$ cat src/include/eivs_pkg.sv
package eivs_pkg;

  // register indices; byte address on the bus is four times the index
  localparam logic [7:0] MCU_CONTROL_IDX = 8'h35;
  localparam logic [7:0] EXT_SENSE_CONFIG_IDX = 8'h69;
  localparam logic [7:0] EXT_IRQ_MASK_IDX = 8'h1d;
  localparam logic [7:0] EXT_IRQ_FLAGS_IDX = 8'h1c;
  localparam logic [7:0] PC_ENABLE_IDX = 8'h68;
  localparam logic [7:0] PC_FLAGS_IDX = 8'h1b;
  localparam logic [7:0] PIN_CHANGE_MASK0_IDX = 8'h6b;
  localparam logic [7:0] PIN_CHANGE_MASK1_IDX = 8'h6c;
  localparam logic [7:0] PIN_CHANGE_MASK2_IDX = 8'h6d;

  // mcu_control field positions
  localparam int UNLOCK_BIT = 0;
  localparam int TABLE_SEL_BIT = 1;
  localparam int PULLUP_OFF_BIT = 4;

  localparam logic [7:0] REG_RESET = 8'h00;

  // unlock window in cpu cycles
  localparam logic [2:0] UNLOCK_WINDOW_CYC = 3'h4;

  // sense select codes per dedicated pin
  localparam logic [1:0] SENSE_LOW = 2'h0;
  localparam logic [1:0] SENSE_ANY = 2'h1;
  localparam logic [1:0] SENSE_FALL = 2'h2;
  localparam logic [1:0] SENSE_RISE = 2'h3;

  // vector numbers of the sources handled here
  localparam logic [4:0] VEC_EXT0 = 5'h01;
  localparam logic [4:0] VEC_EXT1 = 5'h02;
  localparam logic [4:0] VEC_PC0 = 5'h03;
  localparam logic [4:0] VEC_PC1 = 5'h04;
  localparam logic [4:0] VEC_PC2 = 5'h05;
  localparam logic [4:0] VEC_NONE = 5'h00;

  // last program memory word address and boot section sizes in words
  localparam logic [13:0] FLASH_LAST_WORD = 14'h3fff;
  localparam logic [13:0] BOOT_WORDS_SEL0 = 14'h0800;
  localparam logic [13:0] BOOT_WORDS_SEL1 = 14'h0400;
  localparam logic [13:0] BOOT_WORDS_SEL2 = 14'h0200;
  localparam logic [13:0] BOOT_WORDS_SEL3 = 14'h0100;
  localparam logic [13:0] APP_BASE = 14'h0000;

  typedef struct packed {
    logic bootResetSelect;
    logic [1:0] bootSizeSelect;
    logic appSideBootLock;
    logic bootSideBootLock;
  } eivs_fuse_type;

  typedef struct packed {
    logic pending;
    logic [4:0] vector;
    logic [13:0] address;
  } eivs_irq_type;

endpackage : eivs_pkg

$ cat src/rtl/eivs_sync.sv
`timescale 1ns/1ps
// two-stage synchroniser; only the second stage is visible outside
module eivs_sync #(
  parameter int WIDTH = 1
) (
  input wire logic clock,
  input wire logic reset,
  input wire logic [WIDTH-1:0] asyncIn,
  output logic [WIDTH-1:0] syncOut
);

  logic [WIDTH-1:0] stage1_q;

  always_ff @(posedge clock or posedge reset) begin
    if (reset) begin
      stage1_q <= '0;
      syncOut <= '0;
    end else begin
      stage1_q <= asyncIn;
      syncOut <= stage1_q;
    end
  end

endmodule : eivs_sync

$ cat src/rtl/eivs_top.sv
// Local design decision: the APB slave port.
`timescale 1ns/1ps
module eivs_top (
  input wire logic clock,
  input wire logic reset,
  input wire logic psel,
  input wire logic penable,
  input wire logic pwrite,
  input wire logic [11:0] paddr,
  input wire logic [31:0] pwdata,
  output logic [31:0] prdata,
  output logic pready,
  output logic pslverr,
  input wire eivs_pkg::eivs_fuse_type fuses,
  input wire logic globalIrqEnable,
  input wire logic execInBoot,
  input wire logic instrRetire,
  input wire logic irqAck,
  input wire logic [4:0] ackVector,
  input wire logic ioClockRunning,
  input wire logic [1:0] extIrqPin,
  input wire logic [23:0] pinChangeInputs,
  output eivs_pkg::eivs_irq_type irqOut,
  output logic irqBlocked,
  output logic [13:0] resetVector,
  output logic wakeRequest,
  output logic pullupDisable
);

  localparam int NGROUP = 3;

  logic [1:0] extSync;
  logic [23:0] pcSync;
  eivs_pkg::eivs_fuse_type fuseSync;
  logic [1:0] extPrev_q;
  logic [23:0] pcPrev_q;

  logic tableSel_q;
  logic unlock_q;
  logic [2:0] unlockCnt_q;
  logic followBlock_q;
  logic pullupOff_q;
  logic [3:0] senseCfg_q;
  logic [1:0] extMask_q;
  logic [1:0] extFlag_q;
  logic [2:0] pcEnable_q;
  logic [2:0] pcFlag_q;
  logic [7:0] pcMask_q [NGROUP];

  logic setupPhase;
  logic writeAccess;
  logic [7:0] regIdx;
  logic idxMapped;
  logic [7:0] readMux;
  logic wrMcu;
  logic wrSense;
  logic wrExtMask;
  logic wrExtFlag;
  logic wrPcEn;
  logic wrPcFlag;

  logic [1:0] extEdge;
  logic [1:0] extLevelReq;
  logic [2:0] pcChange;
  logic [4:0] reqVec;
  logic [13:0] bootBase;
  logic [13:0] vecBase;
  logic lockBlock;
  logic blockNow;
  logic [4:0] selVector;

  // fuses are straps from another domain, so they are synchronised too
  eivs_sync #(.WIDTH(2 + 24 + $bits(eivs_pkg::eivs_fuse_type))) u_sync (
    .clock(clock),
    .reset(reset),
    .asyncIn({extIrqPin, pinChangeInputs, fuses}),
    .syncOut({extSync, pcSync, fuseSync})
  );

  // ---------------- register bus ----------------
  assign setupPhase = psel & ~penable;
  assign writeAccess = psel & penable & pready & pwrite;
  assign regIdx = paddr[9:2];

  always_comb begin
    idxMapped = 1'b1;
    readMux = 8'h00;
    case (regIdx)
      eivs_pkg::MCU_CONTROL_IDX: begin
        readMux[eivs_pkg::UNLOCK_BIT] = unlock_q;
        readMux[eivs_pkg::TABLE_SEL_BIT] = tableSel_q;
        readMux[eivs_pkg::PULLUP_OFF_BIT] = pullupOff_q;
      end
      eivs_pkg::EXT_SENSE_CONFIG_IDX: readMux = {4'h0, senseCfg_q};
      eivs_pkg::EXT_IRQ_MASK_IDX: readMux = {6'h00, extMask_q};
      eivs_pkg::EXT_IRQ_FLAGS_IDX: readMux = {6'h00, extFlag_q};
      eivs_pkg::PC_ENABLE_IDX: readMux = {5'h00, pcEnable_q};
      eivs_pkg::PC_FLAGS_IDX: readMux = {5'h00, pcFlag_q};
      eivs_pkg::PIN_CHANGE_MASK0_IDX: readMux = pcMask_q[0];
      eivs_pkg::PIN_CHANGE_MASK1_IDX: readMux = {1'b0, pcMask_q[1][6:0]};
      eivs_pkg::PIN_CHANGE_MASK2_IDX: readMux = pcMask_q[2];
      default: idxMapped = 1'b0;
    endcase
  end

  // answer comes in the first access cycle; data and error are settled at setup
  always_ff @(posedge clock or posedge reset) begin
    if (reset) begin
      pready <= 1'b0;
      prdata <= 32'h0000_0000;
      pslverr <= 1'b0;
    end else begin
      pready <= setupPhase;
      if (setupPhase) begin
        // refused reads return zero, like writes
        prdata <= (pwrite | ~idxMapped | (paddr[1:0] != 2'h0)) ? 32'h0000_0000 : {24'h00_0000, readMux};
        pslverr <= ~idxMapped | (paddr[1:0] != 2'h0);
      end else begin
        pslverr <= 1'b0;
      end
    end
  end

  assign wrMcu = writeAccess & ~pslverr & (regIdx == eivs_pkg::MCU_CONTROL_IDX);
  assign wrSense = writeAccess & ~pslverr & (regIdx == eivs_pkg::EXT_SENSE_CONFIG_IDX);
  assign wrExtMask = writeAccess & ~pslverr & (regIdx == eivs_pkg::EXT_IRQ_MASK_IDX);
  assign wrExtFlag = writeAccess & ~pslverr & (regIdx == eivs_pkg::EXT_IRQ_FLAGS_IDX);
  assign wrPcEn = writeAccess & ~pslverr & (regIdx == eivs_pkg::PC_ENABLE_IDX);
  assign wrPcFlag = writeAccess & ~pslverr & (regIdx == eivs_pkg::PC_FLAGS_IDX);

  // ---------------- vector table select sequence ----------------
  always_ff @(posedge clock or posedge reset) begin
    if (reset) begin
      unlock_q <= 1'b0;
      unlockCnt_q <= 3'h0;
      tableSel_q <= 1'b0;
    end else if (wrMcu && pwdata[eivs_pkg::UNLOCK_BIT]) begin
      // a fresh unlock write restarts the window
      unlock_q <= 1'b1;
      unlockCnt_q <= eivs_pkg::UNLOCK_WINDOW_CYC;
    end else if (wrMcu && unlock_q) begin
      tableSel_q <= pwdata[eivs_pkg::TABLE_SEL_BIT];
      unlock_q <= 1'b0;
      unlockCnt_q <= 3'h0;
    end else if (unlock_q) begin
      unlockCnt_q <= unlockCnt_q - 3'h1;
      if (unlockCnt_q == 3'h1) begin
        unlock_q <= 1'b0;
      end
    end
  end

  // keeps interrupts off until the instruction after the select write retires
  always_ff @(posedge clock or posedge reset) begin
    if (reset) begin
      followBlock_q <= 1'b0;
    end else if (wrMcu && unlock_q && !pwdata[eivs_pkg::UNLOCK_BIT]) begin
      followBlock_q <= 1'b1;
    end else if (instrRetire) begin
      followBlock_q <= 1'b0;
    end
  end

  // bits of mcu_control that are not part of the unlock sequence
  always_ff @(posedge clock or posedge reset) begin
    if (reset) begin
      pullupOff_q <= 1'b0;
    end else if (wrMcu) begin
      pullupOff_q <= pwdata[eivs_pkg::PULLUP_OFF_BIT];
    end
  end

  // ---------------- configuration registers ----------------
  always_ff @(posedge clock or posedge reset) begin
    if (reset) begin
      senseCfg_q <= eivs_pkg::REG_RESET[3:0];
      extMask_q <= eivs_pkg::REG_RESET[1:0];
      pcEnable_q <= eivs_pkg::REG_RESET[2:0];
    end else begin
      if (wrSense) begin
        senseCfg_q <= pwdata[3:0];
      end
      if (wrExtMask) begin
        extMask_q <= pwdata[1:0];
      end
      if (wrPcEn) begin
        pcEnable_q <= pwdata[2:0];
      end
    end
  end

  // ---------------- pin-change groups ----------------
  generate
    for (genvar g = 0; g < NGROUP; g++) begin : g_pc
      logic [7:0] changed;
      logic wrMask;
      logic ackThis;
      assign wrMask = writeAccess & ~pslverr & (regIdx == eivs_pkg::PIN_CHANGE_MASK0_IDX + 8'(g));
      // a toggle against the previous synchronised sample, on unmasked inputs only
      assign changed = (pcSync[8*g +: 8] ^ pcPrev_q[8*g +: 8]) & pcMask_q[g];
      assign pcChange[g] = |changed;
      assign ackThis = irqAck & (ackVector == eivs_pkg::VEC_PC0 + 5'(g));

      always_ff @(posedge clock or posedge reset) begin
        if (reset) begin
          pcMask_q[g] <= eivs_pkg::REG_RESET;
        end else if (wrMask) begin
          // input 15 does not exist, so its mask bit is held at zero
          pcMask_q[g] <= (g == 1) ? {1'b0, pwdata[6:0]} : pwdata[7:0];
        end
      end

      // set wins over both ways of clearing
      always_ff @(posedge clock or posedge reset) begin
        if (reset) begin
          pcFlag_q[g] <= 1'b0;
        end else if (pcChange[g]) begin
          pcFlag_q[g] <= 1'b1;
        end else if (ackThis || (wrPcFlag && pwdata[g])) begin
          pcFlag_q[g] <= 1'b0;
        end
      end
    end
  endgenerate

  // ---------------- dedicated external pins ----------------
  generate
    for (genvar p = 0; p < 2; p++) begin : g_ext
      logic [1:0] sense;
      logic ackThis;
      assign sense = senseCfg_q[2*p +: 2];
      assign ackThis = irqAck & (ackVector == eivs_pkg::VEC_EXT0 + 5'(p));

      always_comb begin
        case (sense)
          eivs_pkg::SENSE_ANY: extEdge[p] = extSync[p] ^ extPrev_q[p];
          eivs_pkg::SENSE_FALL: extEdge[p] = extPrev_q[p] & ~extSync[p];
          eivs_pkg::SENSE_RISE: extEdge[p] = ~extPrev_q[p] & extSync[p];
          default: extEdge[p] = 1'b0;
        endcase
      end

      // live request that lasts only as long as the pin is low
      assign extLevelReq[p] = (sense == eivs_pkg::SENSE_LOW) & ~extSync[p] & extMask_q[p];

      always_ff @(posedge clock or posedge reset) begin
        if (reset) begin
          extFlag_q[p] <= 1'b0;
        end else if (sense == eivs_pkg::SENSE_LOW) begin
          extFlag_q[p] <= 1'b0;
        end else if (extEdge[p] && ioClockRunning) begin
          extFlag_q[p] <= 1'b1;
        end else if (ackThis || (wrExtFlag && pwdata[p])) begin
          extFlag_q[p] <= 1'b0;
        end
      end
    end
  endgenerate

  // previous samples always track, so a stopped io clock leaves no stale edge
  always_ff @(posedge clock or posedge reset) begin
    if (reset) begin
      extPrev_q <= 2'h0;
      pcPrev_q <= 24'h00_0000;
    end else begin
      extPrev_q <= extSync;
      pcPrev_q <= pcSync;
    end
  end

  // ---------------- request arbitration and vector address ----------------
  assign reqVec[0] = (extFlag_q[0] & extMask_q[0]) | extLevelReq[0];
  assign reqVec[1] = (extFlag_q[1] & extMask_q[1]) | extLevelReq[1];
  assign reqVec[4:2] = pcFlag_q & pcEnable_q;

  always_comb begin
    selVector = eivs_pkg::VEC_NONE;
    for (int i = 4; i >= 0; i--) begin
      if (reqVec[i]) begin
        selVector = eivs_pkg::VEC_EXT0 + 5'(i);
      end
    end
  end

  always_comb begin
    case (fuseSync.bootSizeSelect)
      2'h0: bootBase = eivs_pkg::FLASH_LAST_WORD - eivs_pkg::BOOT_WORDS_SEL0 + 14'h0001;
      2'h1: bootBase = eivs_pkg::FLASH_LAST_WORD - eivs_pkg::BOOT_WORDS_SEL1 + 14'h0001;
      2'h2: bootBase = eivs_pkg::FLASH_LAST_WORD - eivs_pkg::BOOT_WORDS_SEL2 + 14'h0001;
      default: bootBase = eivs_pkg::FLASH_LAST_WORD - eivs_pkg::BOOT_WORDS_SEL3 + 14'h0001;
    endcase
  end

  assign vecBase = tableSel_q ? bootBase : eivs_pkg::APP_BASE;

  // a protected section may never jump into vectors held by the other one
  assign lockBlock = tableSel_q ? (fuseSync.appSideBootLock & ~execInBoot)
                                : (fuseSync.bootSideBootLock & execInBoot);
  assign blockNow = unlock_q | followBlock_q | lockBlock;

  // the global enable is only read; the automatic block is a separate gate
  always_ff @(posedge clock or posedge reset) begin
    if (reset) begin
      irqOut <= '0;
      irqBlocked <= 1'b0;
    end else begin
      irqBlocked <= blockNow | (wrMcu & pwdata[eivs_pkg::UNLOCK_BIT]);
      irqOut.pending <= (selVector != eivs_pkg::VEC_NONE) & globalIrqEnable & ~blockNow
                        & ~(wrMcu & pwdata[eivs_pkg::UNLOCK_BIT]) & ~irqAck;
      irqOut.vector <= selVector;
      irqOut.address <= vecBase + {8'h00, selVector, 1'b0};
    end
  end

  always_ff @(posedge clock or posedge reset) begin
    if (reset) begin
      resetVector <= 14'h0000;
      wakeRequest <= 1'b0;
      pullupDisable <= 1'b0;
    end else begin
      resetVector <= fuseSync.bootResetSelect ? bootBase : eivs_pkg::APP_BASE;
      // only pin change and low level may wake; edges need the io clock
      wakeRequest <= (|(pcChange & pcEnable_q)) | (|extLevelReq);
      pullupDisable <= pullupOff_q;
    end
  end

endmodule : eivs_top

$ cat config.mk
export PLATFORM = sky130hd
export DESIGN_NAME = eivs_top
export DESIGN_NICKNAME = d
export VERILOG_FILES = /design/src/include/eivs_pkg.sv /design/src/rtl/eivs_sync.sv /design/src/rtl/eivs_top.sv
export SDC_FILE = /design/constraint.sdc
export NUM_CORES = 1
export LEC_CHECK = 0
export BUFFER_PORTS_ARGS = -buffer_cell sky130_fd_sc_hd__buf_4
export CAP_MARGIN = 20
export CORE_MARGIN = 2
export CORE_UTILIZATION = 40
export CTS_CLUSTER_DIAMETER = 60
export CTS_CLUSTER_SIZE = 24
export DETAILED_ROUTE_END_ITERATION = 8
export GPL_TIMING_DRIVEN = 0
export SLEW_MARGIN = 0
export SYNTH_ARGS = -nofsm -noshare
export SYNTH_HDL_FRONTEND = slang
export SYNTH_SLANG_ARGS = --single-unit
$ cat constraint.sdc
create_clock -name clock -period 6.6 [get_ports clock]
set_clock_uncertainty 0.05 [all_clocks]
set_input_delay 1.98 -clock clock [delete_from_list [all_inputs] [get_ports clock]]
set_output_delay 1.98 -clock clock [all_outputs]
set_load 0.02 [all_outputs]
==> flow_metrics.py <==
metrics = {
    "clocking": {
        "holdBufCountCts": 0,
        "clk-insertion-delay-late_ps": 430,
        "numCtsBuffers": 17,
        "cts_max_path_buffers": 2,
        "clkTransAtPathRegs_ps": 60,
        "cts_root_buf": "clkbuf_16",
        "cts_resized": 0,
        "cts_tree": "built",
        "cts_sinks": 154,
        "h-tree-depth": 4,
        "postCtsSetupBuffers": 0,
    },
    "yosys": {
        "syn-cell-area_sq_um": 6230,
        "async_flop_share_pct": 100,
        "yosysTopAreaCell": "dfrtp_1",
        "avgSynthCellArea_sq_um": 13.4,
        "synth_warnings": 0,
        "ys.flop_type": "dfrtp_1",
        "ys_top_cells_by_area": "dfrtp_1 (62%), mux2_2 (5.6%), buf_4 (5.5%), xor2_1 (3.2%), a22oi_1 (1.9%)",
        "synth_edf_count": 0,
        "yosysUniqueCellTypes": 69,
        "synthCells": 466,
        "synthDominantCellAreaShare_pct": 61.8,
        "ys_ff_latch": 154,
        "synth_seq_area_share_pct": 61.8,
    },
    "route": {
        "drc_errors": 0,
        "vias": 4003,
        "wl_microns": 13500,
        "avgRoutedWirePerCell_microns": 16.5,
        "drt_iter0_drc": 212,
        "firstDrtPassIters": 4,
        "viasPerCell": 4.90,
        "ant_nets": 0,
    },
    "grt": {
        "grt_use_met3_pct": 5.28,
        "grt_use_met2_pct": 27.4,
        "grt_pass1_wl_microns": 21200,
        "grt-ovfl-total": 0,
        "grt_max_degree": 102,
        "global_route.peak_usage_layer": "met2",
        "antenna_found_initial": 0,
        "grt_usage_pct": 17.1,
        "use_met1_pct": 22.6,
        "grt_pass1_vias": 4003,
    },
    "setup_path": {
        "cpPeakStageDelay_ps": 480,
        "critPathKind": "in -> reg",
        "crit_required_ps": 6860,
        "critical_path_buf_inv_count": 2,
        "rr_startpoint": "pslverr",
        "crit_slowest_cell": "nor2_1",
        "ff2ff_path_depth": 5,
        "cp_max_fo": 10,
        "r2r_setup_slack_ps": 4640,
        "start_kind": "input port",
        "r2r_end": "pcMask_q[5]",
        "cp.arrival_ps": 3770,
        "crit_chain": "buf_4, clkbuf_1, nand2_1, nor2_1, and3_1, mux2_2",
        "cp-end-kind": "flop",
        "cp_top_family": "simple AND/OR/NAND/NOR gates",
    },
    "sta": {
        "slew_headroom_pct": 47.7,
        "final.min_clock_period_ps": 3510,
        "drv_slew": 0,
        "fmax_mhz": 285,
        "rsz0062_at_grt": "false",
        "hold-worst-slack_ps": 297,
        "finalCritPeriodShare_pct": 53.2,
        "max_slew.worst_pin.slew_ps": 782,
        "final-hold-violation-count": 0,
        "setup_violations": 0,
    },
    "placed_design": {
        "portBuffers": 92,
        "dp.final_hpwl_microns": 9710,
        "placed_area_sq_um": 7330,
        "routabilityCongestion": 0.865,
    },
    "finish": {
        "diodes": 0,
        "drive_gt1_share_pct": 36.4,
        "design_area_sq_um": 7910,
        "area_growth_pct": 27.0,
        "fin_nets": 712,
    },
    "die": {
        "die_x_microns": 129,
        "rows": 45,
        "die_y_microns": 129,
        "coreArea_sq_um": 15200,
        "initial_core_util_pct": 41.0,
        "die-area_sq_um": 16600,
        "ioPinCount": 161,
    },
    "hold_path": {
        "min_to": "u_sync.syncOut[4]",
        "hold_start": "u_sync.stage1_q[4]",
        "hold_class": "reg -> reg",
        "holdPathStages": 0,
    },
    "power": {
        "p_per_area_nw_per_um2": 266,
        "power.leakage_nw": 3.91,
        "vdd_ir_drop_max_v": 0.000239,
        "finalPower_w": 0.00211,
    },
    "status": {
        "run_status": "complete, no violations",
    },
    "run": {
        "maxCapViolations": 0,
    },
}
worst max path at each step:
| stage | start | end | slack, ps | cells after the start |
|---|---|---|---|---|
| finish | paddr[4] | extMask_q[1] | 3090 | 6 |
| global route | paddr[4] | extMask_q[1] | 3020 | 6 |
| CTS | paddr[4] | extMask_q[1] | 3140 | 6 |
| detailed placement | paddr[4] | extMask_q[1] | 2670 | 6 |
| global placement | reset | irqOut[15] | -1080 | 2 |
| floorplan | reset | extFlag_q[0] | 420 | 1 |
power by group:
part / leakage (nW) / internal [W] / switching (W)
registers: 1.94 / 0.000979 / 0.0000204
logic: 1.68 / 0.0000682 / 0.0000848
clock network: 0.285 / 0.000536 / 0.000419
state kept, by name, indices dropped and copies added, names as in the netlist, 3 cells and up:
signal,count
senseCfg_q,4
u_sync.syncOut,30
pcMask_q,23
resetVector,4
pcFlag_q,3
unlockCnt_q,3
irqOut,8
u_sync.stage1_q,30
pcPrev_q,23
prdata,8
pcEnable_q,3
metal layers:
metal  share of wire (%)  up-vias
met1                  45     1997
met4                0.99        0
met2                  49      124
li1                    -     1873
met5                   0        -
met3                 5.3        9
synth_stat cells, drive strengths merged (5+ instances only):
| cell | count |
|---|---|
| nand3b | 7 |
| mux2 | 34 |
| dfrtp | 154 |
| nand3 | 9 |
| xor2 | 23 |
| nand2 | 29 |
| mux2i | 6 |
| a22o | 7 |
| nand2b | 8 |
| buf | 53 |
| o21ai | 9 |
| inv | 12 |
| and3 | 5 |
| ha | 6 |
| a22oi | 16 |
| nor2 | 15 |
stage by stage:
stage	worst slack, ps	instances	util (%)	TNS [ps]
floorplan	420	504	-	0
global placement	-1080	784	48.0	-164380
detailed placement	2670	785	48.2	0
CTS	3140	817	52.1	0
global route	3020	817	52.1	0
finish	3090	817	52.1	0
cells by family after synthesis:
| kind of cell | synth area share [%] |
|---|---|
| AND/OR/NAND/NOR | 10.6 |
| multiplexers | 7.65 |
| AO/OA/AOI/OAI | 8.11 |
| other | 0.0602 |
| XOR/XNOR | 3.23 |
| flip-flops | 61.8 |
| buffers and inverters | 7.27 |
| adder cells (fa/ha/maj) | 1.20 |
layout make-up:
| cell class | instances | area [sq um] |
|---|---|---|
| fill | 1317 | 7290 |
| sequential | 154 | 3850 |
| multi-input combinational | 281 | 2070 |
| timing repair buffer | 93 | 718 |
| clock buffer | 18 | 429 |
| buffer | 57 | 408 |
| tap | 188 | 235 |
| clock inverter | 14 | 151 |
| inverter | 12 | 50.0 |
placed cells by master, fill, tap and decap left out, drive strengths merged, types with 2 or more instances in the layout:
cell    netlist  routed
and2          3       3
clkbuf        4      22
nor4          2       2
nor2         15      15
a31oi         4       4
nand4         3       3
and4b         2       2
buf          53     146
or4           3       3
a22o          7       7
nor4b         2       2
inv          12      21
o31ai         2       2
or3b          3       3
a32oi         3       3
o21ai         9       9
clkinv        0       3
ha            6       6
a21boi        2       2
and3          5       5
nand3         9       9
a22oi        16      16
a21oi         3       3
mux2         34      34
o211ai        2       2
nand2b        8       8
a222oi        2       2
xor2         23      23
a31o          3       3
nor3          4       4
dfrtp       154     154
conb          1      39
nand3b        7       7
o21a          3       3
mux2i         6       6
nand4b        3       3
nand2        29      29
(Power assumes the default switching activity.)
